<file path="src/logic/ssf_pkg.sv">
// Package for the serial adapter status flag block.
// Holds status bit positions, reset values and the underflow fill code.
// Assumes every user refers to items as ssf_pkg::name.
`default_nettype none

package ssf_pkg;

  // ----------------------------------------------------------------
  // Status register layout
  // ----------------------------------------------------------------
  localparam int unsigned STAT_WIDTH         = 8;
  localparam int unsigned STAT_LOW_WIDTH     = 4;
  localparam int unsigned STAT_RDA_BIT       = 0;
  localparam int unsigned STAT_TDRA_BIT      = 1;
  localparam int unsigned STAT_CARRIER_BIT   = 2;
  localparam int unsigned STAT_CTS_BIT       = 3;
  localparam int unsigned STAT_UNDERFLOW_BIT = 4;
  localparam int unsigned STAT_OVERRUN_BIT   = 5;
  localparam int unsigned STAT_PARITY_BIT    = 6;
  localparam int unsigned STAT_IRQ_BIT       = 7;

  // ----------------------------------------------------------------
  // Reset values and codes
  // ----------------------------------------------------------------
  localparam logic [STAT_LOW_WIDTH-1:0] STAT_LOW_RESET = 4'h0;
  localparam logic [STAT_WIDTH-1:0]     FILL_ALL_ONES  = 8'hff;
  localparam logic [STAT_WIDTH-1:0]     FILL_RESET     = 8'hff;

endpackage

`default_nettype wire

</file>
<file path="src/logic/pin_sync.sv">
// Two-stage synchroniser for a level that arrives from outside the clock.
// Assumes the caller reads only sync_o; the first stage stays internal.
`timescale 1ns/100ps
`default_nettype none

module pin_sync (
  input  wire logic clk_i,
  input  wire logic arst_n_i,
  input  wire logic ce_i,
  input  wire logic async_i,
  output logic      sync_o
);

  logic meta_q;

  // ----------------------------------------------------------------
  // Synchroniser stages
  // ----------------------------------------------------------------
  // The first stage feeds the second stage and nothing else.
  always_ff @(posedge clk_i or negedge arst_n_i) begin
    if (!arst_n_i) begin
      meta_q <= 1'b0;
      sync_o <= 1'b0;
    end else if (ce_i) begin
      meta_q <= async_i;
      sync_o <= meta_q;
    end
  end

endmodule // pin_sync

`default_nettype wire

</file>
<file path="src/logic/sync_serial_status_flags.sv">
// Upper status flags of a synchronous serial adapter: underflow, overrun,
// parity error and interrupt request, plus the underflow pulse pin.
// Assumes the FIFO, transmitter and control logic run on clk_i and deliver
// one-cycle strobes; only the transmit clock pin is asynchronous.
//
// Operation
// - Underflow in sync-fill mode sets bit 4.
// - Underflow clears on clear command or transmitter reset.
// - Underflow flag set sends sync character next.
// - Underflow pin active only in sync-fill mode.
// - Character into full receive FIFO sets bit 5.
// - Overrun clears on status-then-FIFO read or receiver reset.
// - Parity mismatch at FIFO output sets bit 6.
// - Parity error clears on its read or reset.
// - Carrier detect never touches parity or FIFO flags.
// - Bit 7 reads one exactly while interrupt low.
// - Bit 7 gated by receive, transmit, error enables.
// - Underflow pin pulses one transmit clock high phase.
// - Fill is sync code, else all ones.
// - Overrun overwrites the input-end FIFO register.
// - Status read alone changes no flag.
`timescale 1ns/100ps
`default_nettype none

module sync_serial_status_flags (
  input  wire logic                 clk_i,
  input  wire logic                 arst_n_i,
  input  wire logic                 ce_i,
  input  wire logic                 tx_clk_i,
  input  wire logic                 tx_char_req_i,
  input  wire logic                 tx_data_avail_i,
  input  wire logic                 sync_on_underflow_i,
  input  wire logic [7:0]           sync_code_i,
  input  wire logic                 clear_underflow_cmd_i,
  input  wire logic                 tx_soft_reset_i,
  input  wire logic                 rx_soft_reset_i,
  input  wire logic                 rx_char_in_i,
  input  wire logic                 rx_fifo_full_i,
  input  wire logic                 rx_last_load_i,
  input  wire logic                 rx_last_parity_bad_i,
  input  wire logic                 status_rd_i,
  input  wire logic                 rx_fifo_rd_i,
  input  wire logic [3:0]           status_low_i,
  input  wire logic                 rx_int_enable_i,
  input  wire logic                 tx_int_enable_i,
  input  wire logic                 err_int_enable_i,
  output logic      [7:0]           adapter_status_o,
  output logic                      irq_n_o,
  output logic                      tx_underflow_pulse_o,
  output logic                      tx_fill_sel_o,
  output logic      [7:0]           tx_fill_char_o,
  output logic                      rx_overwrite_o
);

  logic       uf_q;
  logic       uf_pend_q;
  logic       pulse_q;
  logic       ovr_q;
  logic       ovr_armed_q;
  logic       par_q;
  logic       irq_q;
  logic [3:0] low_q;
  logic [7:0] fill_q;
  logic       txc_sync;
  logic       txc_d1_q;
  logic       uf_evt;
  logic       ovr_evt;
  logic       par_evt;
  logic       irq_d;

  // ----------------------------------------------------------------
  // Transmit clock pin
  // ----------------------------------------------------------------
  // The transmit clock is only sampled, so it passes two flops first.
  pin_sync u_txc_sync (
    .clk_i    (clk_i),
    .arst_n_i (arst_n_i),
    .ce_i     (ce_i),
    .async_i  (tx_clk_i),
    .sync_o   (txc_sync)
  );

  // ----------------------------------------------------------------
  // Event decode
  // ----------------------------------------------------------------
  // Events are qualified by the clock enable so a frozen block sees none.
  assign uf_evt  = ce_i & tx_char_req_i & ~tx_data_avail_i & sync_on_underflow_i;
  assign ovr_evt = ce_i & rx_char_in_i & rx_fifo_full_i;
  assign par_evt = ce_i & rx_last_load_i & rx_last_parity_bad_i;

  // The FIFO overwrites its first stage whenever an overrun happens.
  assign rx_overwrite_o = rx_char_in_i & rx_fifo_full_i;

  // A request while the flag stands, or an underflow now, takes the fill.
  assign tx_fill_sel_o = tx_char_req_i & (uf_q | ~tx_data_avail_i);
  assign tx_fill_char_o = fill_q;

  // ----------------------------------------------------------------
  // Fill character
  // ----------------------------------------------------------------
  // Tracking the mode every cycle keeps the fill ready before a request.
  always_ff @(posedge clk_i or negedge arst_n_i) begin
    if (!arst_n_i) begin
      fill_q <= ssf_pkg::FILL_RESET;
    end else if (ce_i) begin
      fill_q <= sync_on_underflow_i ? sync_code_i : ssf_pkg::FILL_ALL_ONES;
    end
  end

  // ----------------------------------------------------------------
  // Transmit underflow flag
  // ----------------------------------------------------------------
  // A new underflow wins over a clear in the same cycle.
  always_ff @(posedge clk_i or negedge arst_n_i) begin
    if (!arst_n_i) begin
      uf_q <= 1'b0;
    end else if (uf_evt) begin
      uf_q <= 1'b1;
    end else if (ce_i && (clear_underflow_cmd_i || tx_soft_reset_i)) begin
      uf_q <= 1'b0;
    end
  end

  // ----------------------------------------------------------------
  // Underflow pulse pin
  // ----------------------------------------------------------------
  // The pulse waits for the next rising transmit clock and lasts its high
  // phase. It is delayed by the synchroniser, so width is only approximate.
  always_ff @(posedge clk_i or negedge arst_n_i) begin
    if (!arst_n_i) begin
      txc_d1_q  <= 1'b0;
      uf_pend_q <= 1'b0;
      pulse_q   <= 1'b0;
    end else if (ce_i) begin
      txc_d1_q <= txc_sync;
      // A transmitter reset drops a pulse still waiting for its clock, so a
      // later change to all-ones fill never sees a stale pulse on the pin.
      if (uf_evt) begin
        uf_pend_q <= 1'b1;
      end else if (tx_soft_reset_i || (txc_sync && !txc_d1_q)) begin
        uf_pend_q <= 1'b0;
      end
      if (txc_sync && !txc_d1_q) begin
        pulse_q <= uf_pend_q;
      end else if (!txc_sync) begin
        pulse_q <= 1'b0;
      end
    end
  end

  assign tx_underflow_pulse_o = pulse_q;

  // ----------------------------------------------------------------
  // Receive overrun flag
  // ----------------------------------------------------------------
  // A status read while the flag stands arms the clear; the next FIFO read
  // then clears it. A status read on its own changes no flag.
  always_ff @(posedge clk_i or negedge arst_n_i) begin
    if (!arst_n_i) begin
      ovr_q       <= 1'b0;
      ovr_armed_q <= 1'b0;
    end else if (ovr_evt) begin
      ovr_q <= 1'b1;
      if (status_rd_i && ovr_q) begin
        ovr_armed_q <= 1'b1;
      end
    end else if (ce_i) begin
      if (rx_soft_reset_i || (rx_fifo_rd_i && ovr_armed_q)) begin
        ovr_q       <= 1'b0;
        ovr_armed_q <= 1'b0;
      end else if (status_rd_i && ovr_q) begin
        ovr_armed_q <= 1'b1;
      end
    end
  end

  // ----------------------------------------------------------------
  // Receive parity error flag
  // ----------------------------------------------------------------
  // Follows the character at the FIFO output; carrier detect has no path.
  always_ff @(posedge clk_i or negedge arst_n_i) begin
    if (!arst_n_i) begin
      par_q <= 1'b0;
    end else if (par_evt) begin
      par_q <= 1'b1;
    end else if (ce_i && (rx_fifo_rd_i || rx_soft_reset_i || rx_last_load_i)) begin
      par_q <= 1'b0;
    end
  end

  // ----------------------------------------------------------------
  // Interrupt request and status image
  // ----------------------------------------------------------------
  // Receive: data available. Transmit: room or underflow. Error: the
  // carrier, clear-to-send, overrun and parity flags.
  always_comb begin
    irq_d = (rx_int_enable_i  & low_q[ssf_pkg::STAT_RDA_BIT])
          | (tx_int_enable_i  & (low_q[ssf_pkg::STAT_TDRA_BIT] | uf_q))
          | (err_int_enable_i & (low_q[ssf_pkg::STAT_CARRIER_BIT]
                               | low_q[ssf_pkg::STAT_CTS_BIT] | ovr_q | par_q));
  end

  always_ff @(posedge clk_i or negedge arst_n_i) begin
    if (!arst_n_i) begin
      irq_q <= 1'b0;
      low_q <= ssf_pkg::STAT_LOW_RESET;
    end else if (ce_i) begin
      irq_q <= irq_d;
      low_q <= status_low_i;
    end
  end

  // Bit 7 and the pin come from one flop, so they can never disagree.
  assign irq_n_o = ~irq_q;
  always_comb begin
    adapter_status_o = {irq_q, par_q, ovr_q, uf_q, low_q};
  end
endmodule // sync_serial_status_flags

`default_nettype wire

</file>
<file path="config.mk">
export PLATFORM = sky130hd
export DESIGN_NAME = sync_serial_status_flags
export DESIGN_NICKNAME = d
export VERILOG_FILES = /design/src/logic/ssf_pkg.sv /design/src/logic/pin_sync.sv /design/src/logic/sync_serial_status_flags.sv
export SDC_FILE = /design/constraint.sdc
export NUM_CORES = 1
export LEC_CHECK = 0
export BUFFER_PORTS_ARGS = -buffer_cell sky130_fd_sc_hd__buf_2
export CORE_ASPECT_RATIO = 0.9
export CORE_MARGIN = 1
export CORE_UTILIZATION = 47
export CTS_CLUSTER_DIAMETER = 50
export DETAILED_ROUTE_END_ITERATION = 8
export GPL_TIMING_DRIVEN = 1
export PLACE_DENSITY = 0.83
export SYNTH_ARGS = -nofsm -noshare
export SYNTH_HDL_FRONTEND = slang
export SYNTH_SLANG_ARGS = --single-unit
</file>
<file path="constraint.sdc">
create_clock -name clk_i -period 3.2 [get_ports clk_i]
set_clock_uncertainty 0.1 [all_clocks]
set_input_delay 0.16 -clock clk_i [delete_from_list [all_inputs] [get_ports clk_i]]
set_output_delay 0.16 -clock clk_i [all_outputs]
set_load 0.02 [all_outputs]
</file>
# Yosys cells after proc, flatten, opt, wreduce, memory -nomap -nowiden
# Index checks and enable logic that the tools add are counted.
word_totals:
  regBits: 22
  out_inout_bits: 20
  word_cells: 69
classes:
  mux: 16
  n_bitwise: 21
  n_eq_ne: 1
  reduce_logical: 19
op_table:
  columns: ["operator", "n"]
  rows:
  - ["two-way mux 1 bit", 15]
  - ["AND 1 bit", 12]
  - ["nonzero test 2 bit", 5]
  - ["two-way mux 8 bit", 1]
  - ["OR 1 bit", 7]
  - ["AND reduction 2 bit", 3]
  - ["logical AND 1 bit", 5]
  - ["logical OR 1 bit", 5]
  - ["!= test 2 bit, second input constant", 1]
  - ["inverter 1 bit", 2]
  - ["logical NOT 1 bit", 1]

# Longest topological paths before layout
logic_depth:
  depth_word: 5
  depth_mapped: 4
  depth_no_buf: 3

# Hierarchy
# Synthesis repeated with hierarchy kept, for this count alone.
hier_totals:
  cells_unflattened: 86
  area_unflattened_um2: 975.9
modules_own_cells:
  columns: ["mod", "area_each_um2", "cells_per_inst", "seq_area_each_um2", "instances"]
  rows:
  - ["sync_serial_status_flags", 903.4, 82, 510.5, 1]
  - ["pin_sync", 72.6, 4, 50.0, 1]

# Worst setup path after synthesis
# No wires, ideal clock.
synth_path:
  kind: "flip-flop to flip-flop"
  startpoint: "reg low_q[3]"
  endpoint: "reg irq_q"
  period_less_slack_ns: 1.174
  slack_ns: 2.026
  required_ns: 2.955
  stages_incl_launch_ff: 3
  arrival_time_ns: 0.929
  setup_ns: 0.145
  cell_sequence: "dfrtp_1 -> o41ai_1 -> a41oi_1"
synth_via:
  elab_chain_cells: 5
synth_rtl:
  columns: ["item", "line_no", "source"]
  rows:
  - ["start, declared", "sync_serial_status_flags.sv:62", "logic [3:0] low_q;"]
  - ["start signal, assigned", "sync_serial_status_flags.sv:206", "low_q <= ssf_pkg::STAT_LOW_RESET;"]
  - ["start signal, assigned", "sync_serial_status_flags.sv:209", "low_q <= status_low_i;"]
  - ["OR 1 bit (3 in series)", "sync_serial_status_flags.sv:200", "| low_q[ssf_pkg::STAT_CTS_BIT] | ovr_q | par_q));"]
  - ["AND 1 bit", "sync_serial_status_flags.sv:199", "| (err_int_enable_i & (low_q[ssf_pkg::STAT_CARRIER_BIT]"]
  - ["OR 1 bit", "sync_serial_status_flags.sv:199", null]
  - ["end signal, assigned", "sync_serial_status_flags.sv:208", "irq_q <= irq_d;"]
  - ["end, declared", "sync_serial_status_flags.sv:61", "logic irq_q;"]
# Every way passes these cells.
# A chain may end at the register's enable or synchronous reset.

==> impl_metrics.yaml <==
synthesis:
  synth_fp_nets: 114
  synth_area_leaders: "dfrtp_1, dfstp_2, mux2_2"
  yosysSeqAreaShare: 0.5766
  yosys_warnings: 0
  yosysTopAreaCell: "dfrtp_1"
  synth_area_um2: 972.2
  synth-seq-cells: 22
  synth_cell_type_count: 26
  synth_top_cell_area_share: 0.3604
  syn_area_per_cell_um2: 11.71
  synth_cells: 83
critical_path:
  max_stage_delay_ps: 590
  required_ps: 3350
  worstSetupStartpointType: "flop"
  crit_chain: "nor2_1, a31oi_1, dlygate4sd3_1"
  slowest_stage: "dlygate4sd3_1"
  path_class: "flop to flop"
  worstSetupEndpointType: "flop"
  arrival_ps: 1660
  crit_path_max_fanout: 2
status:
  status: "complete, no violations"
timing:
  tns_ps: 0
  slew_viol_final: 0
  rsz0062_at_grt: "false"
  setup_viol: 0
  post-route-period-util: 0.4723
  fmax_mhz: 661.7
  hold_viol: 0
  relSlewSlack: 0.6343
  worst_pin_slew_ps: 548.5
  period_needed_ps: 1511
power:
  p_sw_uw: 176.9
  power_density_nw_per_um2: 443.8
  vdd_drop_max_uv: 395.5
  comb_power_share: 0.238
  p_sw_frac: 0.2787
  cellLeakagePower_nw: 0.7022
  power.total_uw: 634.7
  p_clk_frac: 0.235
  intPower_uw: 457.8
  pwr-share-seq: 0.527
grt:
  grt_pass1_wl_um: 3332
  grt_max_degree: 33
  antenna_found_initial: 0
  grt.overflow.total: 0
  track_usage: 0.2063
  grt_pass1_vias: 779
route:
  wl_met3_um: 169
  met1_length_um: 920
  highest_layer: "met4"
  vias: 864
  viasPerCell: 4.937
  dr.pass1.iters: 4
  wl_met2_um: 987
  ant_nets: 0
  drc: 0
  wl_per_cell_um: 11.90
  wirelength_um: 2082
  drtIter0Drc: 10
finish:
  finalInstanceArea_um2: 1430
  finalNonFillerCells: 175
  n_fill_cell: 147
  finalNetCount: 182
  final_util: 0.7398
  antenna_cells: 0
  drive_above_1_share: 0.4733
  area_delta_synth_final_pct: 47.10
floorplanning:
  die_y_um: 45.15
  coreArea_um2: 1933
  die_w_um: 49.94
  fp-row-count: 15
  pin_count: 51
  dieArea_um2: 2255
  start_util: 0.5029
placed_design:
  hpwl_um: 1348
  portBuffers: 50
  gp_congestion: 0.7254
  placed_area_um2: 1194
  dp_cells: 151
clock_tree:
  cts_tree: "done"
  clk_latency_ps: 300
  cts.root.buffer_cell: "clkbuf_4"
  cts_sinks: 22
  clock_path_buffers: 2
  cts_max_level: 1
  postCtsSetupBuffers: 0
  cts.repair.resized: 0
  clk_pin_slew_ps: 120
  cts_made_buffers: 3
hold_path:
  hold_class: "input port to flop"
flow_run:
  maxCapViolations: 0
==> cells by family (layout without fill, tap and decap cells) <==
| kind of cell | Yosys count | after routing | synth area share |
|---|---|---|---|
| AOI/OAI and AO/OA | 22 | 22 | 0.1686 |
| DFF | 22 | 22 | 0.5766 |
| muxes | 7 | 7 | 0.08109 |
| and+or+nand+nor | 16 | 16 | 0.07724 |
| buffers and inverters | 16 | 83 | 0.09653 |
==> state kept, by name, summed over array words and instances, names as in the netlist <==
signal / count
u_txc_sync.meta_q: 1
uf_pend_q: 1
u_txc_sync.sync_o: 1
par_q: 1
ovr_q: 1
low_q: 4
irq_q: 1
uf_q: 1
tx_fill_char_o: 8
txc_d1_q: 1
ovr_armed_q: 1
tx_underflow_pulse_o: 1
==> stage by stage <==
| step | hold WS (ps) | setup slack (ps) |
|---|---|---|
| after floorplan | -235.6 | 2026 |
| after global placement | 36.92 | 1985 |
| after detailed placement | 39.38 | 1946 |
| after CTS | 7.256 | 1754 |
| after global routing | 7.499 | 1625 |
| final | 24.31 | 1689 |
==> layout make-up <==
type / count / area (um^2) / share of cell area
clock buffer: 4 / 36.28 / 0.02537
inverter: 9 / 33.78 / 0.02362
multi-input combinational: 45 / 317.8 / 0.2222
sequential: 22 / 560.5 / 0.3920
tap: 25 / 31.28 / 0.02187
timing repair buffer: 70 / 450.4 / 0.3150
==> placed cells by master, fill, tap and decap left out, types with 2 or more instances in the layout <==
master	count
clkbuf_4	3
nor2_1	6
inv_1	8
o31ai_1	2
a31oi_1	5
a22o_1	2
o21ai_0	2
buf_2	50
dfstp_2	8
dfrtp_1	14
mux2_2	7
o22a_1	4
dlygate4sd3_1	20
nand2_1	5
==> routing by layer <==
metal	GRT usage	vias to the layer above
met1	0.2484	390
met2	0.3568	49
met4	0.1029	0
li1	-	423
met5	0	-
met3	0.04377	2
==> Yosys cell counts (all sizes together) <==
master  instances
a22o            2
o21a            1
and3            1
inv             9
a21o            1
a41oi           1
and2            1
nor2b           1
o21ai           3
nor2            6
a21boi          1
a31oi           5
dfstp           8
nand2           6
mux2            7
o31ai           2
o41ai           1
nand4b          1
buf             7
a32o            1
dfrtp          14
o22a            4
==> worst paths after layout <==
kind	slack (ps)	cells past startpoint	end	startpoint
worst max-delay path	1690	3	tx_fill_char_o[3]$_DFFE_PN1P_	tx_fill_char_o[3]$_DFFE_PN1P_
worst min-delay path	20	2	par_q$_DFFE_PN0P_	rx_last_load_i
worst max register to register	1690	3	tx_fill_char_o[3]$_DFFE_PN1P_	tx_fill_char_o[3]$_DFFE_PN1P_
worst min register to register	430	1	u_txc_sync.sync_o$_DFFE_PN0P_	u_txc_sync.meta_q$_DFFE_PN0P_
max in group asynchronous	2430	2	tx_fill_char_o[0]$_DFFE_PN1P_	arst_n_i
min in group asynchronous	230	2	ovr_q$_DFFE_PN0P_	arst_n_i
==> power groups by stage <==
stage	Combinational (mW)	Sequential (mW)	Clock [mW]
2_1_floorplan	0.0669	0.355	0
3_3_place_gp	0.126	0.338	0
3_5_place_dp	0.130	0.339	0
4_1_cts	0.151	0.334	0.158
5_1_grt	0.165	0.339	0.167
6_report	0.151	0.335	0.149
==> timing repair <==
item                                    CTS  global route
hold buffers                             20             0
endpoints found under the setup margin    0             0
endpoints found under the hold margin    28             0
==> critical path: cells and delay by family, from the launching register on <==
| kind | cells | cell delay (ps) |
|---|---|---|
| buf+inv | 1 | 590 |
| flops | 1 | 550 |
| compound gates | 1 | 190 |
| simple gates | 1 | 30 |
No activity file was read; power rests on OpenSTA's default activity.
